===== config.mk =====
export PLATFORM = sky130hd
export DESIGN_NAME = mcu_instruction_decoder
export DESIGN_NICKNAME = d
export VERILOG_FILES = /design/src/logic/decoder_pkg.sv /design/src/logic/mcu_instruction_decoder.sv
export SDC_FILE = /design/constraint.sdc
export NUM_CORES = 1
export LEC_CHECK = 0
export BUFFER_PORTS_ARGS = -buffer_cell sky130_fd_sc_hd__buf_2
export CAP_MARGIN = 20
export CORE_AREA = 4 4 163 165
export CTS_CLUSTER_DIAMETER = 120
export DETAILED_ROUTE_END_ITERATION = 12
export DIE_AREA = 0 0 167 169
export GPL_ROUTABILITY_DRIVEN = 1
export PLACE_DENSITY = 0.58
export SETUP_SLACK_MARGIN = 0.05
export SLEW_MARGIN = 20
export SYNTH_ARGS = -nofsm -noshare
export SYNTH_HDL_FRONTEND = slang
export SYNTH_SLANG_ARGS = --single-unit
export TNS_END_PERCENT = 30

===== constraint.sdc =====
create_clock -name pclk -period 4.4 [get_ports pclk]
set_input_delay 0.44 -clock pclk [delete_from_list [all_inputs] [get_ports pclk]]
set_output_delay 0.44 -clock pclk [all_outputs]
set_load 0.03 [all_outputs]

===== src/logic/decoder_pkg.sv =====
// shared constants for the instruction decoder
package decoder_pkg;

  // ----------------------------------------------------------------
  // register offsets (apb byte addresses)
  // ----------------------------------------------------------------
  localparam logic [7:0] instr_off      = 8'h00;
  localparam logic [7:0] ctrl_off       = 8'h04;
  localparam logic [7:0] decode_off     = 8'h08;
  localparam logic [7:0] state_off      = 8'h0C;
  localparam logic [7:0] datapath_off   = 8'h10;

  // ----------------------------------------------------------------
  // field positions and reset values
  // ----------------------------------------------------------------
  localparam int         ctrl_reduced_bit  = 0;
  localparam int         ctrl_internal_bit = 1;
  localparam int         ctrl_irq_bit      = 2;
  localparam int         ctrl_cond_bit     = 3;
  localparam logic [3:0] ctrl_reset        = 4'h0;
  localparam logic [7:0] bank_reset        = 8'h00;
  localparam logic [7:0] working_register_reset        = 8'h00;

  // ----------------------------------------------------------------
  // phase and cycle counts
  // ----------------------------------------------------------------
  localparam logic [1:0] phase_count       = 2'h3;
  localparam logic [1:0] cycles_one        = 2'h1;
  localparam logic [1:0] cycles_two        = 2'h2;
  localparam logic [1:0] cycles_three      = 2'h3;

  // ----------------------------------------------------------------
  // status flag masks: {ov, z, dc, c, pd, to, global_interrupt_disable}
  // ----------------------------------------------------------------
  localparam logic [6:0] flag_none   = 7'h00;
  localparam logic [6:0] flag_z      = 7'h20;
  localparam logic [6:0] flag_arith  = 7'h78;
  localparam logic [6:0] flag_to_pd  = 7'h06;
  localparam logic [6:0] flag_global_interrupt_disable = 7'h01;

  typedef enum {
    op_nop, op_xor_file, op_table_write, op_table_read, op_latch_read,
    op_latch_write, op_test_skip_zero, op_bit_clear, op_bit_set,
    op_test_skip_clear, op_test_skip_set, op_bit_toggle, op_add_literal,
    op_and_literal, op_or_literal, op_xor_literal, op_call, op_branch,
    op_long_call, op_watchdog_clear, op_sleep, op_bank_low_load,
    op_bank_high_load, op_load_literal, op_multiply_literal,
    op_interrupt_return, op_literal_return, op_return,
    op_subtract_from_literal, op_reserved
  } op_type;

endpackage : decoder_pkg


===== src/logic/mcu_instruction_decoder.sv =====
// instruction decoder with apb register access
`timescale 1ns/10ps

module mcu_instruction_decoder
  import decoder_pkg::*;
(
  input  wire logic        pclk,
  input  wire logic        presetn,
  input  wire logic        clk_en,
  input  wire logic        psel,
  input  wire logic        penable,
  input  wire logic        pwrite,
  input  wire logic [7:0]  paddr,
  input  wire logic [31:0] pwdata,
  output logic             pready,
  output logic [31:0]      prdata,
  output logic             pslverr,
  output logic [1:0]       phase,
  output logic             skip_active,
  output logic             table_busy
);

  // ----------------------------------------------------------------
  // state
  // ----------------------------------------------------------------
  typedef struct packed {
    logic [15:0] instr;
    logic [3:0]  ctrl;
    logic [1:0]  phase;
    logic [1:0]  cycles_left;
    logic        skip_pending;
    logic        skip_active;
    logic        table_busy;
    logic [7:0]  working_register;
    logic [7:0]  bank_select_register;
    logic [15:0] product;
    logic [15:0] pc;
    logic [7:0]  file_result;
    logic [6:0]  flags_touched;
    logic        pop_stack;
    logic        global_interrupt_disable;
    logic        pready;
    logic [31:0] prdata;
    logic        pslverr;
  } state_type;

  state_type cur_r;
  state_type cur_nxt;

  op_type     op;
  logic [1:0] cycles;
  logic [6:0] flags;
  logic       is_skip;
  logic       cond_true;
  logic [7:0] lit;
  logic [2:0] bsel;
  logic [8:0] diff;
  logic [4:0] ndiff;
  logic       reduced;
  logic       access;

  assign lit     = cur_r.instr[7:0];
  assign bsel    = cur_r.instr[10:8];
  assign reduced = cur_r.ctrl[ctrl_reduced_bit];
  assign access  = psel && penable && !cur_r.pready;

  // ----------------------------------------------------------------
  // opcode decode
  // ----------------------------------------------------------------
  always_comb begin
    op = op_reserved;
    casez (cur_r.instr)
      16'h0000:              op = op_nop;
      16'h0002:              op = op_return;
      16'h0003:              op = op_sleep;
      16'h0004:              op = op_watchdog_clear;
      16'h0005:              op = op_interrupt_return;
      16'b0000_110?_????????: op = op_xor_file;
      16'b0011_0011_????????: op = op_test_skip_zero;
      16'b0011_1???_????????: op = op_bit_toggle;
      16'b1000_1???_????????: op = op_bit_clear;
      16'b1000_0???_????????: op = op_bit_set;
      16'b1001_1???_????????: op = op_test_skip_clear;
      16'b1001_0???_????????: op = op_test_skip_set;
      16'b1010_00??_????????: op = op_latch_read;
      16'b1010_01??_????????: op = op_latch_write;
      16'b1010_10??_????????: op = op_table_read;
      16'b1010_11??_????????: op = op_table_write;
      16'b1011_0000_????????: op = op_load_literal;
      16'b1011_0001_????????: op = op_add_literal;
      16'b1011_0010_????????: op = op_subtract_from_literal;
      16'b1011_0011_????????: op = op_or_literal;
      16'b1011_0100_????????: op = op_xor_literal;
      16'b1011_0101_????????: op = op_and_literal;
      16'b1011_0110_????????: op = op_literal_return;
      16'b1011_0111_????????: op = op_long_call;
      16'b1011_1000_????????: op = op_bank_low_load;
      16'b1011_101?_????????: op = reduced ? op_reserved : op_bank_high_load;
      16'b1011_1100_????????: op = reduced ? op_reserved : op_multiply_literal;
      16'b111?_????_????????: op = op_call;
      16'b110?_????_????????: op = op_branch;
      default:               op = op_reserved;
    endcase
  end

  // ----------------------------------------------------------------
  // cycles, flags, skip condition
  // ----------------------------------------------------------------
  always_comb begin
    cycles    = cycles_one;
    flags     = flag_none;
    is_skip   = 1'b0;
    cond_true = 1'b0;
    case (op)
      op_xor_file, op_and_literal, op_or_literal, op_xor_literal:
        flags = flag_z;
      op_add_literal, op_subtract_from_literal:
        flags = flag_arith;
      op_watchdog_clear, op_sleep:
        flags = flag_to_pd;
      op_test_skip_zero: begin
        is_skip   = 1'b1;
        cond_true = cur_r.ctrl[ctrl_cond_bit];
      end
      op_test_skip_clear: begin
        is_skip   = 1'b1;
        cond_true = ~cur_r.ctrl[ctrl_cond_bit];
      end
      op_test_skip_set: begin
        is_skip   = 1'b1;
        cond_true = cur_r.ctrl[ctrl_cond_bit];
      end
      op_call, op_branch, op_long_call, op_return, op_literal_return:
        cycles = cycles_two;
      op_interrupt_return: begin
        cycles = cycles_two;
        flags  = flag_global_interrupt_disable;
      end
      op_table_read:
        cycles = (lit == 8'h02) ? cycles_three : cycles_two;
      op_table_write:
        cycles = cycles_two;
      default: cycles = cycles_one;
    endcase
    if (is_skip && cond_true) begin
      cycles = cycles_two;
    end
  end

  // ----------------------------------------------------------------
  // datapath arithmetic
  // ----------------------------------------------------------------
  assign diff  = {1'b0, lit} - {1'b0, cur_r.working_register};
  assign ndiff = {1'b0, lit[3:0]} - {1'b0, cur_r.working_register[3:0]};

  // ----------------------------------------------------------------
  // next state
  // ----------------------------------------------------------------
  always_comb begin
    cur_nxt           = cur_r;
    cur_nxt.pready    = 1'b0;
    cur_nxt.pslverr   = 1'b0;
    cur_nxt.pop_stack = 1'b0;
    // four phases per instruction cycle
    cur_nxt.phase = cur_r.phase + 2'h1;
    if (cur_r.phase == 2'h0 && cur_r.cycles_left == 2'h0) begin
      // decode phase: first cycle of a fresh instruction
      // a forced no-op lasts exactly one instruction cycle
      cur_nxt.cycles_left   = cur_r.skip_pending ? 2'h1 : cycles;
      cur_nxt.flags_touched = flags;
      cur_nxt.skip_active   = cur_r.skip_pending;
      cur_nxt.skip_pending  = 1'b0;
    end
    if (cur_r.phase == phase_count) begin
      if (cur_r.cycles_left <= 2'h1 && !cur_r.skip_active) begin
        // write phase of the last cycle: commit results
        cur_nxt.cycles_left = 2'h0;
        case (op)
          op_load_literal:  cur_nxt.working_register = lit;
          op_and_literal:   cur_nxt.working_register = cur_r.working_register & lit;
          op_or_literal:    cur_nxt.working_register = cur_r.working_register | lit;
          op_xor_literal:   cur_nxt.working_register = cur_r.working_register ^ lit;
          op_add_literal:   cur_nxt.working_register = cur_r.working_register + lit;
          op_subtract_from_literal: begin
            cur_nxt.working_register = diff[7:0];
            cur_nxt.file_result      = {4'h0, ~diff[8], ~ndiff[4], 2'h0};
          end
          op_literal_return: begin
            cur_nxt.working_register = lit;
            cur_nxt.pop_stack        = 1'b1;
          end
          op_return: cur_nxt.pop_stack = 1'b1;
          op_interrupt_return: begin
            cur_nxt.pop_stack                = 1'b1;
            cur_nxt.global_interrupt_disable = 1'b0;
          end
          op_bank_low_load:
            cur_nxt.bank_select_register[3:0] = lit[3:0];
          op_bank_high_load:
            cur_nxt.bank_select_register[7:4] = lit[7:4];
          op_multiply_literal:
            cur_nxt.product = lit * cur_r.working_register;
          op_long_call: cur_nxt.pc = {cur_r.pc[15:8], lit};
          op_call, op_branch: cur_nxt.pc = {3'h0, cur_r.instr[12:0]};
          op_bit_clear:
            cur_nxt.file_result = cur_r.file_result & ~(8'h01 << bsel);
          op_bit_set:
            cur_nxt.file_result = cur_r.file_result | (8'h01 << bsel);
          op_bit_toggle:
            cur_nxt.file_result = cur_r.file_result ^ (8'h01 << bsel);
          op_xor_file: begin
            cur_nxt.file_result = cur_r.file_result ^ cur_r.working_register;
            if (!cur_r.instr[8]) begin
              cur_nxt.working_register =
                cur_r.file_result ^ cur_r.working_register;
            end
          end
          default: cur_nxt.file_result = cur_r.file_result;
        endcase
        if (is_skip && cond_true) begin
          cur_nxt.skip_pending = 1'b1;
        end
        cur_nxt.skip_active = 1'b0;
      end else if (cur_r.cycles_left > 2'h1) begin
        // internal table write holds until an interrupt ends it
        if (op == op_table_write && cur_r.ctrl[ctrl_internal_bit]
            && !cur_r.ctrl[ctrl_irq_bit]) begin
          cur_nxt.table_busy = 1'b1;
        end else begin
          cur_nxt.table_busy  = 1'b0;
          cur_nxt.cycles_left = cur_r.cycles_left - 2'h1;
        end
      end else begin
        cur_nxt.cycles_left = 2'h0;
        cur_nxt.skip_active = 1'b0;
      end
    end
    // ----------------------------------------------------------------
    // apb slave: one wait state, answer in the second access cycle
    // ----------------------------------------------------------------
    if (access) begin
      cur_nxt.pready = 1'b1;
      cur_nxt.prdata = 32'h0000_0000;
      case (paddr)
        instr_off: begin
          if (pwrite) cur_nxt.instr = pwdata[15:0];
          cur_nxt.prdata = {16'h0000, cur_r.instr};
        end
        ctrl_off: begin
          if (pwrite) cur_nxt.ctrl = pwdata[3:0];
          cur_nxt.prdata = {28'h0000000, cur_r.ctrl};
        end
        decode_off: cur_nxt.prdata = {8'h00, 1'b0, flags, 6'h00, cycles,
                                      3'h0, op_type'(op) == op_reserved, 3'h0, is_skip};
        state_off:  cur_nxt.prdata = {cur_r.pc, 3'h0, cur_r.global_interrupt_disable,
                                      cur_r.pop_stack, cur_r.table_busy,
                                      cur_r.skip_active, cur_r.skip_pending,
                                      cur_r.flags_touched, 1'b0};
        datapath_off: cur_nxt.prdata = {cur_r.working_register,
                                        cur_r.bank_select_register, cur_r.product};
        default: cur_nxt.pslverr = 1'b1;
      endcase
    end
  end

  // ----------------------------------------------------------------
  // registers
  // ----------------------------------------------------------------
  always_ff @(posedge pclk or negedge presetn) begin
    if (!presetn) begin
      cur_r                          <= '0;
      cur_r.ctrl                     <= ctrl_reset;
      cur_r.working_register         <= working_register_reset;
      cur_r.bank_select_register     <= bank_reset;
      cur_r.global_interrupt_disable <= 1'b1;
    end else if (clk_en) begin
      cur_r <= cur_nxt;
    end
  end

  assign pready      = cur_r.pready;
  assign prdata      = cur_r.prdata;
  assign pslverr     = cur_r.pslverr;
  assign phase       = cur_r.phase;
  assign skip_active = cur_r.skip_active;
  assign table_busy  = cur_r.table_busy;

endmodule : mcu_instruction_decoder


# --- Word level (Yosys, flattened, before mapping) ---
# Cells that the tools add are included.
totals:
  ff_bits: 126
  inputBits: 46
  output_inout_bits: 38
  wordCells: 182
classes:
  add_sub_neg: 5
  mul: 1
  magnitude_cmp: 2
  eq_ne: 63
  shifts: 1
  mux: 37
  bitwise_logic: 13
  n_reduce_logical: 40
op_table:
  columns: ["op", "count"]
  rows:
  - ["equality test 32 x 5 -> 1 bit (second input constant)", 13]
  - ["equality test 32 x 4 -> 1 bit (second input constant)", 8]
  - ["one-hot mux 32 bit (5 select lines)", 1]
  - ["one-hot mux 5 bit (29 select lines)", 1]
  - ["equality test 32 x 3 -> 1 bit (second input constant)", 3]
  - ["equality test 8 bit (second input constant)", 10]
  - ["equality test 32 x 2 -> 1 bit (second input constant)", 2]
  - ["two-way mux 61 bit", 1]
  - ["two-way mux 56 bit", 1]
  - ["one-hot mux 8 bit (7 select lines)", 1]
  - ["one-hot mux 8 bit (5 select lines)", 1]
  - ["AND reduction 4 bit", 9]
  - ["two-way mux 34 bit", 1]
  - ["equality test 16 x 2 -> 1 bit (second input constant)", 2]
  - ["equality test 16 x 3 -> 1 bit (second input constant)", 2]
  - ["equality test 32 x 1 -> 1 bit (second input constant)", 1]
  - ["equality test 32 x 6 -> 1 bit (second input constant)", 1]
  - ["one-hot mux 16 bit (2 select lines)", 1]
  - ["one-hot mux 7 bit (4 select lines)", 1]
  - ["equality test 6 bit (second input constant)", 4]
  - ["bitwise XOR 8 bit", 3]
  - ["equality test 5 bit (second input constant)", 4]
  - ["bitwise AND 8 bit", 2]
  - ["equality test 8 x 4 -> 1 bit (second input constant)", 2]
  - ["other kinds (45)", 87]

# --- Depth between registers and ports, before layout ---
# Gate-level depths: netlist of run 1.
logic_depth:
  ltp_word: 13
  depth_mapped: 21
  ltp_nobuf: 20

# --- Worst setup path before layout of run 1 ---
# OpenSTA, ideal clock, no wires.
synth_timing:
  kind: "flip-flop to flip-flop"
  start: "reg cur_r[111] in the netlist's numbering"
  end: "reg cur_r[82] in the netlist's numbering"
  setup_ns: 0.125
  arrival_time_ns: 4.763
  t_required_ns: 4.275
  slack_ns: -0.487
  path_stages_with_launch: 19
  path_buffers: 1
  period_less_slack_ns: 4.887
  cell_sequence: "dfrtp_1 > clkbuf_1 > clkinv_1 > nor2_1 > fa_1 > inv_1 > fa_1 > fa_1 > fa_1 > inv_1 > ha_1 > or2_2 > a21oi_1 > a21oi_1 > a211o_1 > a21o_1 > a21oi_1 > xnor2_1 > mux2_2"
synth_between:
  elab_chain_cells: 4
  word_cells_on_any_way: 9
  classes_between: "mul (1); eq/ne (5); mux (1); reduce/logical (2)"
synth_lines:
  columns: ["item", "line", "text"]
  rows:
  - ["from (decl)", "mcu_instruction_decoder.sv:47", "state_type cur_r;"]
  - ["from (signal assigned)", "mcu_instruction_decoder.sv:277", "cur_r <= cur_nxt;"]
  - ["branches (longest 4 deep; another with multiplier 8 x 8 -> 16 bit)", null, null]
# Several ways; the timed one is not identified.
# A chain may end at the register's enable or synchronous reset.

# --- Worst setup path in the final report of run 1 ---
layout_timing:
  start: "reg cur_r[114] in the netlist's numbering"
  end: "reg cur_r[82] in the netlist's numbering"
# The elaborated chain is that of the path after synthesis.

==> results of run 1 <==
[layout by cell type, fill, tap and decap left out, drive strengths merged, types with 9 or more instances in the layout]
cell / n
buf: 152
nand2: 136
dfrtp: 119
nor2: 109
inv: 104
o21ai: 82
ha: 80
mux2: 43
a21oi: 42
fa: 38
nand3: 29
a221oi: 23
and3: 19
xor2: 17
clkbuf: 17
mux2i: 16
nor3: 14
nand4: 13
a31oi: 11
nor4: 10
nor2b: 9
clkinv: 9
[area by class of cell]
class,instances,area share
Multi-Input combinational cell,831,0.535
Sequential cell,120,0.260
Timing Repair Buffer,152,0.0854
Clock buffer,17,0.0367
Tap cell,330,0.0357
Inverter,100,0.0335
Clock inverter,15,0.0133
[logic make-up after synthesis]
kind of cell | Yosys count
compound gates | 250
xor+xnor | 24
fa+ha+maj | 118
buf+inv | 194
flops | 120
mux | 59
simple gates | 380
[report_power, final]
group / switching (uW) / internal (uW) / total [uW] / leakage, uW
clock network: 639 / 755 / 1390 / 0.000279
logic: 289 / 147 / 436 / 0.00360
registers: 53.7 / 1160 / 1220 / 0.00159
[stage by stage]
step	TNS, ns	hold slack (ns)	util	cell area (sq um)
floorplan	-0.0138	0.144	-	10000
global placement	-0.326	0.448	0.435	10900
detailed placement	-0.416	0.452	0.435	10900
CTS	-0.139	0.105	0.459	11500
global route	-0.613	0.147	0.462	11600
finish	-0.0333	0.0781	0.462	11600
[registers in the layout, summed over array words and instances, names as in the netlist, named ones only]
signal / cells
prdata: 32
table_busy: 1
pslverr: 1
pready: 1
cur_r: 79
phase: 2
bsel: 3
[worst max path at each step]
stage	depth (start not counted)	to	slack, ns	startpoint
after floorplan	18	cur_r[82]	-0.01	cur_r[113]
after global placement	18	cur_r[82]	-0.17	cur_r[114]
after detailed placement	16	cur_r[82]	-0.19	cur_r[114]
after CTS	17	cur_r[81]	-0.07	cur_r[114]
after global routing	16	cur_r[82]	-0.23	cur_r[114]
final	16	cur_r[82]	-0.03	cur_r[114]
[metal layers]
layer  global-route usage  wire (um)
met3               0.0327       1650
met2                0.338      13600
met5                    0          0
met4               0.0761        994
met1                0.290      13400
[repair_timing]
item	in CTS	in global routing
endpoints found under the hold margin	0	0
pin swaps	4	8
resized for setup	11	13
endpoints found under the setup margin	4	4
setup buffers	0	2
[worst reg2reg max path, stage by stage (launching register included)]
cell and delay, ns:
sky130_fd_sc_hd__dfrtp_2 0.48, sky130_fd_sc_hd__ha_4 0.19, sky130_fd_sc_hd__inv_2 0.05, sky130_fd_sc_hd__fa_1 0.44
sky130_fd_sc_hd__fa_1 0.56, sky130_fd_sc_hd__fa_1 0.44, sky130_fd_sc_hd__fa_1 0.51, sky130_fd_sc_hd__inv_2 0.04
sky130_fd_sc_hd__ha_4 0.21, sky130_fd_sc_hd__or2_4 0.26, sky130_fd_sc_hd__a21oi_2 0.13, sky130_fd_sc_hd__a21oi_2 0.06
sky130_fd_sc_hd__a211o_1 0.31, sky130_fd_sc_hd__a21o_1 0.17, sky130_fd_sc_hd__a21oi_2 0.12, sky130_fd_sc_hd__xnor2_1 0.09
sky130_fd_sc_hd__mux2_2 0.26
==> summary.md, run 1 <==
| Metric | Value |
|---|---|
| Clk buf depth | 2 |
| Clock root buffer | sky130_fd_sc_hd__clkbuf_16 |
| Net total in the final layout | between 1000 and 1500 |
| Number of slew-limit violations in the final report | 0 |
| Clock sink count | 120 |
| Layout Skew | roughly 0.014 ns |
| Setup repair after global routing missed its margin | true |
| Final Hold Fails | 0 |
| Cell-by-cell trace of the critical path | ha_4 -> inv_2 -> fa_1 -> fa_1 -> fa_1 -> fa_1 -> inv_2 -> ha_4 -> or2_4 -> a21oi_2 -> a21oi_2 -> a211o_1 -> a21o_1 -> a21oi_2 -> xnor2_1 -> mux2_2 |
| Xor and xnor fraction of the mapped netlist area | 0.0211 |
| Port buffer count | 67 |
| Critical R2R Capture | cur_r[82] |
| Number of global-route vias before repair | about 8600 |
| Dominant delay contributor by cell family on the critical path | adder cells |
| Drt initial violations | 741 |
| Number of detailed-routing iterations run before antenna repair | 6 |
| Critical Path Fanout Max | 5 |
| FF+latch count, synth | 120 |
| Most repeated library cell on the critical path | sky130_fd_sc_hd__fa_1 |
| Antenna diodes | 0 |
| Start-to-end type of the worst setup path | flop to flop |
| Cells after synthesis | 1145 |
| Leading area contributor after synthesis | sky130_fd_sc_hd__dfrtp_1 |
| Overall die area | approximately 28000 sq um |
| Relative area change from synthesis to final layout | 16.1% |
| Final critical delay including setup and external delays | approximately 4.4 ns |
| Primary FF master, synth | sky130_fd_sc_hd__dfrtp_1 |
| Final non-filler cell total | 1565 |
| Proportion of synthesized flip-flops having asynchronous set or reset | 1.00 |
| Seq. cell area | 3010 sq um |
| Pin count of the biggest net entering global routing | 56 |
| Detailed placer's ending HPWL | 22.9 mm |
| Post-synthesis share of cell area spent on and, or, nand and nor gates | 0.180 |
| Worst Tran Pin Value | 1.01 ns |
| Seq/Total Area, Yosys | 0.301 |
| Power density cells | 263 nW/um^2 |
| Ranking of synthesized cells by instance count | sky130_fd_sc_hd__nand2_1, sky130_fd_sc_hd__dfrtp_1, sky130_fd_sc_hd__nor2_1, sky130_fd_sc_hd__inv_1 |
| Startpoint class of the critical path | flop |
| Total buffers and inverters traversed by the critical path | 2 |
| Static Leak | 0.00547 uW |
| CP required | 4.72 ns |
| CTS buffer count | 17 |
| Total gr overflow | 0 |
| Die height | ~170 um |
| Final Worst Setup Slack | -0.0333 ns |
| Maximum Capacitance Violations | 0 |
| Leading cell type by number of instances after synthesis | sky130_fd_sc_hd__nand2_1 |
| Number of synthesized flops with an enable pin | 0 |
| Type of element capturing the critical path | flop |
| Wire length per cell after detailed routing | 18.9 um |
| Multiplexer fraction of the synthesized cell area | 0.0646 |
| Max-slew headroom | 0.321 |
| Area share of fa/ha/maj cells after synthesis | 0.177 |
| R2R Path Start | cur_r[114] |
| Die extent in x | 167 um |
| I/O pin count | 84 |
| Clock-pin slew on the worst setup and hold paths | 0.07 ns |
| Number of rows in the core area | 58 |
| Count of different cell masters after synthesis | 82 |
| Vias after detailed routing | 8734 |
| Fillers | 2449 |
| TritonCTS clock tree | done |
| Max frequency | 226 MHz |
| Outcome | finished, violations left |
| DRC violations left | 0 |
| Cell area after technology mapping | between 9000 and 10000 sq um |
| Total Power Consumption | 3050 uW |
| Final Cycle Share | 1.01 |
| Vias per inst | ~5.6 |
| Starting utilization of the core area | 0.398 |
| Antenna Nets Post-Route | 0 |
| Ys Warns | 0 |
| Final Routed Wirelength | 29.7 mm |
| Pre-CTS setup slack | -0.187 ns |
| Endpoint arrival time on the critical path | about 4.8 ns |
| Final RePlAce weighted congestion | 0.897 |
| Share of Yosys cell area claimed by the top area cell type | 0.299 |
| Number of H-tree levels | 4 |
| Wire length of the first global-routing pass | 47.4 mm |
| Number of antenna violations at the first check in global routing | 0 |
| Main combinational cell family by area after synthesis | simple AND/OR/NAND/NOR gates |
| Worst hold path class | input port to async pin |
| Worst path slowest cell | sky130_fd_sc_hd__fa_1 |
| Final-report setup violation count | 1 |
| Mapped Avg Cell Area | 8.70 sq um |
| Synth top area cells | sky130_fd_sc_hd__dfrtp_1, sky130_fd_sc_hd__ha_1, sky130_fd_sc_hd__fa_1 |
| Core region area | 25000 sq um |
| Violations in the final reports | setup timing |
| Number of placed cells counting well taps | 1531 |
| Combined area of the multi-input logic cells | 6190 sq um |
| Layout cells sized above 1 | 0.224 |
| Net count after synthesis | 1309 |
| Count of hold buffers inserted by post-cts repair | 0 |
| Clk Latency, worst-skew pair | 0.43 ns |
| Setup slack of the most critical reg-to-reg path | -0.03 ns |
| Global-route usage over all layers | 0.211 |
| Length in cells of the worst reg-to-reg path | 16 |
| IR drop worst, VDD | 0.248 mV |
| Worst stage delay on the critical path | 0.56 ns |
| Post-synthesis compound-gate area fraction | 0.168 |
(Power assumes the default switching activity.)
==> inputs of run 2 (changes only) <==
--- a/config.mk
+++ b/config.mk
@@ -7,12 +7,12 @@
 export LEC_CHECK = 0
 export BUFFER_PORTS_ARGS = -buffer_cell sky130_fd_sc_hd__buf_2
 export CAP_MARGIN = 20
-export CORE_AREA = 4 4 163 165
+export CORE_AREA = 4 4 140 142
 export CTS_CLUSTER_DIAMETER = 120
 export DETAILED_ROUTE_END_ITERATION = 12
-export DIE_AREA = 0 0 167 169
+export DIE_AREA = 0 0 144 146
 export GPL_ROUTABILITY_DRIVEN = 1
-export PLACE_DENSITY = 0.58
+export PLACE_DENSITY = 0.75
 export SETUP_SLACK_MARGIN = 0.05
 export SLEW_MARGIN = 20
 export SYNTH_ARGS = -nofsm -noshare
==> summary.md, run 2 (synthesized netlist as in run 1, its figures left out) <==
| Metric | Value |
|---|---|
| DRC violations left | 0 |
| Number of H-tree levels | 4 |
| Setup repair after global routing missed its margin | true |
| Static Leak | 0.00548 uW |
| Antenna diodes | 0 |
| Leading cell types in the layout, fill and taps excluded | sky130_fd_sc_hd__nand2_1, sky130_fd_sc_hd__dfrtp_1, sky130_fd_sc_hd__nor2_1 |
| Proportion of power drawn by flip-flops and latches | 0.398 |
| Most repeated library cell on the critical path | sky130_fd_sc_hd__fa_1 |
| Final Cycle Share | 1.01 |
| Clk Latency, worst-skew pair | 0.43 ns |
| Starting utilization of the core area | 0.540 |
| IR drop worst, VDD | 0.286 mV |
| Seq. cell area | 3010 sq um |
| Net total in the final layout | about 1400 |
| CP required | 4.71 ns |
| Vias after detailed routing | 9066 |
| Clock power frac | 0.457 |
| Drt initial violations | 1063 |
| Wire length per cell after detailed routing | 19.6 um |
| Final Routed Wirelength | a little under 30 mm |
| Detailed placer's ending HPWL | 22.1 mm |
| Fin Hold WS | 0.0700 ns |
| Relative contribution of combinational cells to total power | 0.145 |
| Startpoint class of the critical path | flop |
| Endpoint arrival time on the critical path | 4.76 ns |
| Most common library cell in the layout ignoring fill and taps | sky130_fd_sc_hd__nand2_1 |
| Switching fraction of total power | 0.324 |
| Final critical delay including setup and external delays | between 4 and 5 ns |
| Max frequency | around 220 MHz |
| Die extent in x | 144 um |
| Worst Tran Pin Value | 1.06 ns |
| Port buffer count | 67 |
| Type of element capturing the critical path | flop |
| Final Worst Setup Slack | -0.0463 ns |
| Post-route design area | between 10000 and 15000 sq um |
| Final Hold Fails | 0 |
| Worst path slowest cell | sky130_fd_sc_hd__fa_1 |
| Maximum Capacitance Violations | 0 |
| Clock sink count | between 100 and 150 |
| Global-route usage over all layers | 0.277 |
| Number of rows in the core area | 50 |
| Number of detailed-routing iterations run before antenna repair | 5 |
| I/O pin count | 84 |
| Vias per inst | 6.16 |
| Start-to-end type of the worst setup path | flop to flop |
| Pin count of the biggest net entering global routing | 55 |
| Worst stage delay on the critical path | around 0.56 ns |
| Pre-CTS setup slack | -0.138 ns |
| Psw | 991 uW |
| Antenna Nets Post-Route | 0 |
| TritonCTS clock tree | done |
| Final core utilization | 0.620 |
| Overall die area | 21000 sq um |
| Layout Skew | around 0.011 ns |
| Power density cells | roughly 270 nW/um^2 |
| Clock-pin slew on the worst setup and hold paths | 0.06 ns |
| Total gr overflow | 0 |
| Post-route setup TNS | -0.0463 ns |
| Core region area | 18500 sq um |
| Final RePlAce weighted congestion | 0.944 |
| Number of global-route vias before repair | 8717 |
| Setup slack of the most critical reg-to-reg path | -0.05 ns |
| Critical Path Fanout Max | 3 |
| Number of antenna violations at the first check in global routing | 0 |
| Wire length of the first global-routing pass | 46.2 mm |
| Clock root buffer | sky130_fd_sc_hd__clkbuf_16 |
| Max-slew headroom | 0.294 |
| Outcome | finished, violations left |
| Violations in the final reports | setup timing |
| CTS buffer count | 17 |
| Fillers | about 1600 |
| Relative area change from synthesis to final layout | 14.8% |
| Final-report setup violation count | 1 |
| Worst hold path class | input port to async pin |
| Number of slew-limit violations in the final report | 0 |
| Most flops, register | cur_r |
| Clk buf depth | 2 |
| Max reg flops | 79 |
| Cell Area, Placed | 10800 sq um |
| Cell-by-cell trace of the critical path | buf_4 -> inv_2 -> nor2_1 -> fa_1 -> inv_1 -> fa_1 -> fa_1 -> fa_1 -> inv_1 -> ha_4 -> or2_4 -> a21oi_2 -> a21oi_1 -> a211o_1 -> a21o_1 -> a21oi_2 -> xnor2_1 -> mux2_2 |
| Layout cells sized above 1 | 0.224 |
| Combined area of the multi-input logic cells | 6170 sq um |
| Internal cell power | 2070 uW |
| Die height | 146 um |
## run 2: changes by cell type in the layout (fill, tap and decap cells not counted), moves of 2 or more
cell                       delta
sky130_fd_sc_hd__nor2_1       +2
sky130_fd_sc_hd__nor2_2       -2
sky130_fd_sc_hd__inv_6        -3
sky130_fd_sc_hd__inv_2        +2
sky130_fd_sc_hd__inv_1        -2
sky130_fd_sc_hd__clkinv_4     +3
sky130_fd_sc_hd__o21ai_1      +2
sky130_fd_sc_hd__buf_4        +3
## run 2: timing repair
action | 4_1_cts | 5_1_grt
hold buffers | 0 | 0
resized for setup | 6 | 17
endpoints found under the setup margin | 4 | 4
setup buffers | 3 | 2
pin swaps | 3 | 8
## run 2: layer usage
layer / track usage / routed length, um / up-vias
met5: 0 / 0 / -
met4: 0.110 / 1130 / 0
met3: 0.0480 / 2020 / 86
met2: 0.441 / 13500 / 454
met1: 0.374 / 12100 / 4380
li1: - / - / 4146
## run 2: metrics by stage
step,std cells,total power (uW)
2_1_floorplan,1145,1580
3_3_place_gp,1434,1660
3_5_place_dp,1434,1680
4_1_cts,1469,3060
5_1_grt,1471,3170
6_report,1471,3060
## run 2: power groups by stage
stage | combinational (uW) | clock [uW] | sequential [uW]
3_3_place_gp | 426 | 0 | 1230
6_report | 444 | 1400 | 1220
2_1_floorplan | 351 | 0 | 1230
3_5_place_dp | 441 | 0 | 1240
4_1_cts | 443 | 1400 | 1220
5_1_grt | 491 | 1450 | 1230
## run 2: area by class of cell
| type | instances | area share |
|---|---|---|
| clock inverter | 15 | 0.0138 |
| clock buffer | 17 | 0.0372 |
| timing repair buffer | 154 | 0.0866 |
| inverter | 100 | 0.0339 |
| multi-input combinational | 831 | 0.539 |
| tap | 234 | 0.0256 |
| sequential | 120 | 0.263 |
## run 2: critical path, delay by kind of cell, from the launching register on
family                   cells  cell delay [ns]
adder cells (fa/ha/maj)      5             2.19
flip-flops                   1             0.40
multiplexers                 1             0.26
AO/OA/AOI/OAI                5             0.76
AND/OR/NAND/NOR              2             0.30
XOR/XNOR                     1             0.08
buffers and inverters        4             0.32
## run 2: final timing paths
check,start,cells after the start,to
setup / recovery,cur_r[98],18,cur_r[82]
max in group asynchronous,presetn,2,cur_r[34]
min in group pclk,pwdata[15],2,cur_r[125]
hold reg to reg,cur_r[34],1,cur_r[34]
hold / removal,presetn,1,cur_r[103]
setup reg to reg,cur_r[98],18,cur_r[82]
